### src/verilog/lfre_pkg.sv
// Purpose: Shared constants for the LF tag encoder and modulator
// Assumes: ref_clk is the clock recovered from the reader carrier
// Notes:   Option codes are localparams here so they are easy to change
// Function
// - Configuration word fixed, never written contactlessly
// - fixed_zero_bit always reads as zero
// - Lock zero to program, then blocks forever
// - rate_select bits set bit period; 110 gives 32
// - Unlocked tag uses carrier/128, FSK, NRZ_L
// - encode_select picks NRZ_L, biphase, Manchester, inverted
// - modulation_select picks ASK, FSK, two phase shifts
// - ASK drives damping switch with encoded stream
// - FSK high: 10-cycle groups, 5 undamped, 5 damped
// - FSK low: 8-cycle groups, 4 undamped, 4 damped
// - Whole FSK groups per bit period; code restarts groups each bit, last one cut short
// - Phase inverts whenever encoded value changes
// - Phase inverts on every encoded one
// - length_select chooses 96 or 128 bits
// - Array addressed serially at bit rate, 1..128
// - Word MSB is lock flag, LSB length_select
// - Locked tag reads out with configured options
// - Blank tag answers gap with 128 FSK ones
// - Programming follows blank check, 128 cycles per bit
// - Tag echoes data after each programming pass
// - Field loss in programming sets lock flag
// - All timing counted on carrier-derived clock
// - Held in reset until supply is sufficient
package lfre_pkg;

	// Configuration word fields, MSB lock, LSB length
	localparam int CFG_W          = 12;
	localparam int CFG_LEN_BIT    = 0;
	localparam int CFG_RATE_LSB   = 1;
	localparam int CFG_ENC_LSB    = 5;
	localparam int CFG_MOD_LSB    = 7;
	localparam int CFG_ZERO_BIT   = 10;
	localparam int CFG_LOCK_BIT   = 11;

	// Stream lengths in bits
	localparam logic [7:0] LEN_SHORT    = 8'h60;
	localparam logic [7:0] LEN_LONG     = 8'h80;
	localparam logic [7:0] BLANK_BITS   = 8'h80;
	localparam logic [7:0] PROG_BITS    = 8'h80;

	// Carrier cycles per bit, indexed by rate_select
	localparam logic [7:0] RATE_DIV_DEFAULT = 8'h80;
	localparam logic [7:0] RATE_DIV_TABLE [0:7] = '{
		8'h80, 8'h64, 8'h50, 8'h40, 8'h28, 8'h32, 8'h20, 8'h10};

	// Encoding codes
	localparam logic [1:0] ENC_NRZ     = 2'h0;
	localparam logic [1:0] ENC_DIFF    = 2'h1;
	localparam logic [1:0] ENC_MAN     = 2'h2;
	localparam logic [1:0] ENC_MAN_INV = 2'h3;

	// Modulation codes
	localparam logic [1:0] MOD_FSK     = 2'h0;
	localparam logic [1:0] MOD_ASK     = 2'h1;
	localparam logic [1:0] MOD_PSK_CHG = 2'h2;
	localparam logic [1:0] MOD_PSK_ONE = 2'h3;

	// FSK group lengths and undamped halves
	localparam logic [3:0] FSK_HI_GROUP = 4'ha;
	localparam logic [3:0] FSK_HI_HALF  = 4'h5;
	localparam logic [3:0] FSK_LO_GROUP = 4'h8;
	localparam logic [3:0] FSK_LO_HALF  = 4'h4;

	// Control states
	typedef enum logic [2:0] {
		ST_INIT, ST_NATIVE, ST_GAP, ST_BLANK, ST_PROG, ST_ECHO, ST_READ
	} lfre_state_t;

endpackage : lfre_pkg

### src/verilog/lfre_sym_if.sv
// Purpose: Carries bit timing and data from control to modulator
// Assumes: One clock domain
// Notes:   Strobes are one-cycle pulses
`timescale 1ns/1ns
interface lfre_sym_if;
	logic       bitStart;  // First cycle of a data bit
	logic       halfStart; // First cycle of second half bit
	logic       dataBit;   // Bit to send, valid with bitStart
	logic [1:0] encSel;    // Encoding choice
	logic [1:0] modSel;    // Modulation choice
	logic       damp;      // Damping switch drive

	modport ctrl (output bitStart, output halfStart, output dataBit,
		output encSel, output modSel, input damp);
	modport modu (input bitStart, input halfStart, input dataBit,
		input encSel, input modSel, output damp);
endinterface : lfre_sym_if

### src/verilog/lfre_tag.sv
// Purpose: Control logic of a passive LF tag: modes, bit timing, programming
// Assumes: ref_clk is recovered from the carrier; reset_n is power-on reset
// Notes:   Array storage and high voltages live outside this block
`timescale 1ns/1ns
module lfre_tag (
	// Clock and power-on reset
	input  wire logic                      ref_clk,
	input  wire logic                      reset_n,
	// Factory configuration and field sense
	input  wire logic [lfre_pkg::CFG_W-1:0] factoryCfg,
	input  wire logic                      fieldPresent,
	// Array port
	output logic      [6:0]                arrayAddr,
	input  wire logic                      arrayData,
	output logic                           progWrite,
	output logic                           progData,
	// Demodulated reader programming bit
	input  wire logic                      rxBit,
	// Antenna and status
	output logic                           dampSwitch,
	output logic      [lfre_pkg::CFG_W-1:0] cfgWord,
	output logic                           arrayLockFlag,
	output logic                           nativeMode,
	output logic                           progMode
);
	import lfre_pkg::*;

	lfre_sym_if sym ();

	lfre_state_t state;      // Control state
	lfre_state_t next_state; // Following state
	logic [CFG_W-1:0] cfg;   // Captured factory word
	logic       lock;        // Lock flag
	logic [7:0] cycCnt;      // Carrier cycle within bit
	logic [7:0] bitIdx;      // Bit within stream
	logic       bitStart;    // Bit strobe to modulator
	logic       halfStart;   // Half strobe to modulator
	logic       dataBit;     // Bit to modulator
	logic       rxSample;    // Reader bit taken mid-period
	logic       damp;        // Registered antenna drive

	// Option selection; unlocked tag ignores all of the word but length_select
	wire        native   = ~lock;
	wire [2:0]  rateSel  = cfg[CFG_RATE_LSB +: 3];
	wire [7:0]  period   = native ? RATE_DIV_DEFAULT : RATE_DIV_TABLE[rateSel];
	wire [7:0]  halfPt   = {1'b0, period[7:1]};
	wire [7:0]  streamLen = (state == ST_READ || state == ST_NATIVE) ?
		(cfg[CFG_LEN_BIT] ? LEN_LONG : LEN_SHORT) : PROG_BITS;
	wire        bitEnd   = cycCnt == period - 8'h01;
	wire        lastBit  = bitIdx == streamLen - 8'h01;
	wire        runs     = state != ST_INIT && state != ST_GAP;

	// Encoding and modulation; native forces FSK and NRZ_L
	assign sym.encSel    = native ? ENC_NRZ : cfg[CFG_ENC_LSB +: 2];
	assign sym.modSel    = native ? MOD_FSK : cfg[CFG_MOD_LSB +: 2];
	assign sym.bitStart  = bitStart;
	assign sym.halfStart = halfStart;
	assign sym.dataBit   = dataBit;

	lfre_modulator u_mod (
		.ref_clk (ref_clk),
		.reset_n (reset_n),
		.sym     (sym)
	);

	// Next state
	always_comb begin
		next_state = state;
		case (state)
			// Lock register is only loaded on this edge, so read the word itself
			ST_INIT:   next_state = factoryCfg[CFG_LOCK_BIT] ? ST_READ : ST_NATIVE;
			ST_NATIVE: if (!fieldPresent)
					next_state = ST_GAP;       // Gap after power-up
			ST_GAP:    if (fieldPresent)
					next_state = ST_BLANK;
			ST_BLANK:  if (!fieldPresent)
					next_state = ST_GAP;
				else if (bitEnd && lastBit)
					next_state = ST_PROG;
			ST_PROG:   if (!fieldPresent)
					next_state = ST_READ;
				else if (bitEnd && lastBit)
					next_state = ST_ECHO;
			ST_ECHO:   if (!fieldPresent)
					next_state = ST_READ;
				else if (bitEnd && lastBit)
					next_state = ST_PROG;      // Reader may repeat pass
			default:   next_state = ST_READ;
		endcase
	end

	// State and lock; the word is caught once after reset
	always_ff @(posedge ref_clk) begin
		if (!reset_n) begin
			state <= ST_INIT;
			cfg   <= '0;
			lock  <= 1'b0;
		end else begin
			state <= next_state;
			if (state == ST_INIT) begin
				cfg  <= factoryCfg;
				lock <= factoryCfg[CFG_LOCK_BIT];
			end else if ((state == ST_PROG || state == ST_ECHO) && !fieldPresent)
				lock <= 1'b1;
		end
	end

	// Carrier cycle counter sets every bit period
	always_ff @(posedge ref_clk) begin
		if (!reset_n)
			cycCnt <= 8'h00;
		else if (!runs || state != next_state || bitEnd)
			cycCnt <= 8'h00;
		else
			cycCnt <= cycCnt + 8'h01;
	end

	// Bit index steps at bit rate and wraps
	always_ff @(posedge ref_clk) begin
		if (!reset_n)
			bitIdx <= 8'h00;
		else if (!runs || state != next_state)
			bitIdx <= 8'h00;
		else if (bitEnd)
			bitIdx <= lastBit ? 8'h00 : bitIdx + 8'h01;
	end

	// Array address follows the bit index, bit 1 is address 0
	always_ff @(posedge ref_clk) begin
		if (!reset_n)
			arrayAddr <= 7'h00;
		else
			arrayAddr <= bitIdx[6:0];
	end

	// Strobes and data to the modulator; blank check sends ones
	always_ff @(posedge ref_clk) begin
		if (!reset_n) begin
			bitStart  <= 1'b0;
			halfStart <= 1'b0;
			dataBit   <= 1'b0;
		end else begin
			bitStart  <= runs && cycCnt == 8'h01;
			// Offset by one like the bit strobe so both halves are equal
			halfStart <= runs && cycCnt == halfPt + 8'h01;
			if (runs && cycCnt == 8'h01)
				dataBit <= (state == ST_BLANK) ? 1'b1 :
					(state == ST_PROG) ? 1'b0 : arrayData;
		end
	end

	// Programming: sample mid-bit, write at bit end, only while unlocked
	always_ff @(posedge ref_clk) begin
		if (!reset_n) begin
			rxSample  <= 1'b0;
			progWrite <= 1'b0;
			progData  <= 1'b0;
		end else begin
			if (state == ST_PROG && cycCnt == halfPt)
				rxSample <= rxBit;
			progWrite <= state == ST_PROG && bitEnd && !lock && fieldPresent;
			if (state == ST_PROG && bitEnd)
				progData <= rxSample;
		end
	end

	// Status outputs; zero bit forced, lock shown in MSB
	always_ff @(posedge ref_clk) begin
		if (!reset_n) begin
			cfgWord       <= '0;
			arrayLockFlag <= 1'b0;
			nativeMode    <= 1'b1;
			progMode      <= 1'b0;
			damp          <= 1'b0;
		end else begin
			cfgWord       <= {lock, 1'b0, cfg[CFG_ZERO_BIT-1:0]};
			arrayLockFlag <= lock;
			nativeMode    <= native;
			progMode      <= state == ST_PROG;
			damp          <= runs ? sym.damp : 1'b0; // Quiet in ST_INIT and ST_GAP
		end
	end

	assign dampSwitch = damp;

endmodule : lfre_tag

### src/verilog/lfre_modulator.sv
// Purpose: Encodes serial bits and modulates the damping switch
// Assumes: Strobes come from the bit timer in the control block
// Notes:   Two cycles of latency from strobe to switch
`timescale 1ns/1ns
module lfre_modulator (
	// Clock and reset
	input  wire logic ref_clk,
	input  wire logic reset_n,
	// Symbol stream
	lfre_sym_if.modu  sym
);
	import lfre_pkg::*;

	logic       encLvl;   // Current encoded level
	logic       phase;    // PSK phase state
	logic       sub;      // PSK subcarrier, toggles each cycle
	logic [3:0] fskCnt;   // Position in current FSK group
	logic       damp;     // Registered switch drive
	logic       next_enc; // Encoded level after this cycle
	wire        symEvt    = sym.bitStart | sym.halfStart;
	wire  [3:0] grpLen    = encLvl ? FSK_HI_GROUP : FSK_LO_GROUP;
	wire  [3:0] grpHalf   = encLvl ? FSK_HI_HALF : FSK_LO_HALF;

	// Half-bit encoders; biphase gives two symbols per bit
	always_comb begin
		next_enc = encLvl;
		if (sym.bitStart) begin
			case (sym.encSel)
				ENC_NRZ:  next_enc = sym.dataBit;
				ENC_DIFF: next_enc = ~encLvl;    // Edge at every bit start
				ENC_MAN:  next_enc = sym.dataBit;
				default:  next_enc = ~sym.dataBit;
			endcase
		end else if (sym.halfStart) begin
			case (sym.encSel)
				ENC_NRZ:  next_enc = encLvl;
				ENC_DIFF: next_enc = sym.dataBit ? encLvl : ~encLvl; // Mid edge on zero
				default:  next_enc = ~encLvl;   // Manchester flips mid-bit
			endcase
		end
	end

	// Encoder and PSK state
	always_ff @(posedge ref_clk) begin
		if (!reset_n) begin
			encLvl <= 1'b0;
			phase  <= 1'b0;
			sub    <= 1'b0;
		end else begin
			encLvl <= next_enc;
			sub    <= ~sub;
			if (sym.modSel == MOD_PSK_CHG && symEvt && next_enc != encLvl)
				phase <= ~phase;
			else if (sym.modSel == MOD_PSK_ONE && sym.bitStart && next_enc)
				phase <= ~phase;
		end
	end

	// FSK group counter; restarts each bit so every bit starts with a whole group
	always_ff @(posedge ref_clk) begin
		if (!reset_n)
			fskCnt <= 4'h0;
		else if (symEvt && next_enc != encLvl)
			fskCnt <= 4'h0;
		else if (sym.bitStart)
			fskCnt <= 4'h0;
		else if (fskCnt == grpLen - 4'h1)
			fskCnt <= 4'h0;
		else
			fskCnt <= fskCnt + 4'h1;
	end

	// Switch drive per modulation choice
	always_ff @(posedge ref_clk) begin
		if (!reset_n)
			damp <= 1'b0;
		else case (sym.modSel)
			MOD_ASK: damp <= encLvl;
			MOD_FSK: damp <= fskCnt >= grpHalf;
			default: damp <= sub ^ phase;
		endcase
	end

	assign sym.damp = damp;

endmodule : lfre_modulator

### config.mk
export PLATFORM = sky130hd
export DESIGN_NAME = lfre_tag
export DESIGN_NICKNAME = d
export VERILOG_FILES = /design/src/verilog/lfre_pkg.sv /design/src/verilog/lfre_sym_if.sv /design/src/verilog/lfre_tag.sv /design/src/verilog/lfre_modulator.sv
export SDC_FILE = /design/constraint.sdc
export NUM_CORES = 1
export LEC_CHECK = 0
export ABC_CLOCK_PERIOD_IN_PS = 4100
export BUFFER_PORTS_ARGS = -buffer_cell sky130_fd_sc_hd__buf_2
export CAP_MARGIN = 20
export CORE_MARGIN = 2
export CORE_UTILIZATION = 45
export CTS_CLUSTER_DIAMETER = 150
export CTS_CLUSTER_SIZE = 20
export DETAILED_ROUTE_END_ITERATION = 8
export PLACE_DENSITY = 0.74
export SLEW_MARGIN = 10
export SYNTH_ARGS = -nofsm -noshare
export SYNTH_HDL_FRONTEND = slang
export SYNTH_HIERARCHICAL = 1
export SYNTH_SLANG_ARGS = --single-unit
### constraint.sdc
create_clock -name ref_clk -period 4.1 [get_ports ref_clk]
set_input_delay 0.615 -clock ref_clk [delete_from_list [all_inputs] [get_ports ref_clk]]
set_output_delay 0.615 -clock ref_clk [all_outputs]
set_load 0.02 [all_outputs]
==> impl_results.md <==
* Leakage power at 0.00156 µW
* Via-per-instance ratio at 5.39
* Placed wire-length estimate after detailed placement at 4880 µm
* Clock sink total at 65
* Post-synth top flop: dfxtp_1
* Post CTS Setup Buffer Count at 0
* FP Rows at 31
* Final clock period utilization by the worst path at 82.5%
* Setup TNS at 0 ns
* Number of gates given a new drive strength after cts at 0
* Antenna diode count at 0
* Final Total Pwr at 1630 µW
* Number of port buffers at 39
* Fraction of the core area covered by cells at the end of the flow at 53.2%
* Mean instance size in the synthesized netlist at 8.63 µm²
* DRT Pass-1 Iters at 4
* CP max FO at 18
* Seq cells post-synth at 65
* Post-CTS clock slew at the launch and capture registers of the worst setup and hold paths at 0.07 ns
* Overflow after GRT at 0
* Setup slack of the worst register-to-register path at 0.72 ns
* Proportion of synthesized chip area in sequential cells at 39.7%
* Net Count, Synth at 404
* Setup repair after global routing missed its margin: no
* Total area of multi-input combinational cells at 0.00181 mm²
* Post-Route M1 WL at 3190 µm
* Leading cell type in the layout, fill and taps excluded: dfxtp_1
* CTS tree: done
* Antenna violations before repair at 0
* Count of final setup violators at 0
* Max Cap Violations at 0
* Uppermost layer routed: met4
* GR Util All Layers at 18.7%
* Worst r2r dst: state[2]$_SDFF_PN0_
* Core Footprint at 0.00714 mm²
* Hold Violations, Final at 0
* Netlist area before placement at 0.00328 mm²
* Longest Clk Path Bufs at 2
* Hold Path End: dampSwitch$_SDFF_PN0_
* Length in cells of the worst reg-to-reg path at 9
* Yosys warning count at 6
* Worst EP arrival at 3.64 ns
* Worst-Margin Slew at 0.625 ns
* Post-synthesis instance total at 380
* Total power per unit cell area at 431 mW/mm²
* Die Span X at 89.4 µm
* Vias in the first global route at 2619
* Top achievable clock speed at 296 MHz
* Initial DRC Count at 213
* Per-cell routed wire length at 13.8 µm
* Worst IR Drop VDD at 157 µV
* Number of enable-type register cells in the synthesized netlist at 0
* Hold path start: u_mod/sym.damp$_SDFF_PN0_
* Global-route wire length before repair at 11800 µm
* Min-delay worst type: register to register
* Maximum number of pins on one net before global-route repair at 39
* Die Ht at 89.4 µm
* # DRC at 0
* Final-layout fill cell count at 681
* Proportion of layout cells with a drive suffix above 1 at 18.0%
* Critical path capture point type: register
* Max-slew violation total from the final report at 0
* Root buffer cell: clkbuf_8
* Sequential cell area at 0.00130 mm²
* Clock tree skew after final layout at 0.00814 ns
* Result of the run: finished clean
* Startpoint types: register
* Final net count at 436
* Sum of met2 wire segment lengths after detailed routing at 3490 µm
* Final ANT Viol Nets at 0
* Io pins at 42
* Area of the die at 0.00799 mm²
* Critical R2R Launch: cfg[3]$_SDFFE_PN0N_
* Shortest period the worst path allows at 3.38 ns
* Clock latency of the later-clocked register in the worst-skew pair at 0.35 ns
* Routed length on met3 at 328 µm
* Via count at 2780
* Relative slew margins at 58.0%
* Depth of the CTS H-tree at 3
* Commonest non-fill, non-tap cells in the layout: dfxtp_1, nand2_1, buf_2
* Starting density of the core at 46.0%
* Number of hold buffers added after CTS at 0
* FFs w/ async S/R, synth at 0%
* Area growth, synth to finish at 15.8%
* Routability congestion estimate from global placement at 0.910
* Crit Path Category: register to register
* Total wire length after detailed routing at 7130 µm
* Min-Delay Path Depth at 1
* Number of CTS-inserted buffers at 9
* Distinct cell type count after synthesis at 60
* Endpoint required time on the critical path at 4.36 ns
-- registers in the layout, summed over array words and instances, names as in the netlist, 3 cells and up --
| register | flops |
|---|---|
| arrayAddr | 7 |
| bitIdx | 8 |
| cfg | 10 |
| cfgWord | 11 |
| cycCnt | 8 |
| state | 3 |
| u_mod/fskCnt | 4 |
-- layout make-up --
cell class,count,area share (%)
repair buffers,45,6.26
multi-input cells,276,47.7
inverters,15,1.48
well taps,99,3.26
flip-flops and latches,65,34.3
clock buffers,9,3.26
clock inverters,7,3.76
-- critical path, cell delays in order (launching register included) --
cell,delay (ns)
dfxtp_1,0.49
nor3b_1,0.50
inv_1,0.09
ha_1,0.30
xnor2_1,0.18
xnor2_1,0.17
a2111oi_4,0.35
nand4b_2,0.42
or3b_4,0.54
o32ai_2,0.25
-- per-layer routing --
layer	up-vias	GRT usage [%]
met1	1313	22.6
met3	9	5.72
met5	-	0
met2	65	31.6
met4	0	6.38
li1	1393	-
-- through the flow --
step | hold slack [ns] | area [µm²] | worst slack, ns | instances
floorplan | 0.413 | 3280 | 1.25 | 380
global placement | 0.423 | 3530 | 0.821 | 499
detailed placement | 0.428 | 3530 | 0.743 | 499
CTS | 0.438 | 3790 | 0.717 | 515
global route | 0.448 | 3800 | 0.471 | 516
finish | 0.436 | 3800 | 0.716 | 516
-- synth_stat cells (4+ instances only) --
master | count | area (µm²)
o31ai_1 | 5 | 37.5
and2_1 | 23 | 144
nor3b_1 | 4 | 30.0
nor2b_1 | 8 | 50.1
xnor2_1 | 14 | 123
nand2_1 | 48 | 180
nand3_1 | 7 | 35.0
o211ai_1 | 4 | 30.0
mux2i_1 | 6 | 60.1
clkbuf_1 | 13 | 48.8
dfxtp_1 | 65 | 1300
ha_1 | 7 | 87.6
nor2_1 | 31 | 116
xor2_1 | 8 | 70.1
buf_2 | 8 | 40.0
o221ai_1 | 4 | 35.0
a21oi_1 | 24 | 120
or3_1 | 4 | 25.0
and3_1 | 8 | 50.1
o21ai_0 | 8 | 40.0
inv_1 | 15 | 56.3
-- report_power, final --
part | switching (µW) | internal (µW) | leakage [µW]
registers | 35.3 | 662 | 0.000529
logic | 129 | 84.5 | 0.000894
clock network | 257 | 466 | 0.000133
-- worst max path at each step --
stage | startpoint | end | slack, ns | cells after the start
after floorplan | cfg[3]$_SDFFE_PN0N_ | progData$_SDFFE_PN0P_ | 1.25 | 12
after global placement | cfg[3]$_SDFFE_PN0N_ | state[2]$_SDFF_PN0_ | 0.82 | 9
final | cfg[3]$_SDFFE_PN0N_ | state[2]$_SDFF_PN0_ | 0.72 | 9
after global routing | cfg[3]$_SDFFE_PN0N_ | bitIdx[6]$_SDFFE_PP0N_ | 0.47 | 9
after CTS | cfg[3]$_SDFFE_PN0N_ | state[2]$_SDFF_PN0_ | 0.72 | 9
after detailed placement | cfg[3]$_SDFFE_PN0N_ | bitIdx[6]$_SDFFE_PP0N_ | 0.74 | 9
-- cells by family (layout without fill, tap and decap cells) --
group                    Yosys count  count (layout)  share of synthesized area, %
AND/OR/NAND/NOR                  166             166                          28.1
AO/OA/AOI/OAI                     73              73                          15.9
flip-flops                        65              65                          39.7
buffers and inverters             39              76                          5.11
XOR/XNOR                          23              23                          6.56
adder cells (fa/ha/maj)            7               7                          2.67
multiplexers                       6               6                          1.83
other                              1               1                         0.114
(Power assumes the default switching activity.)
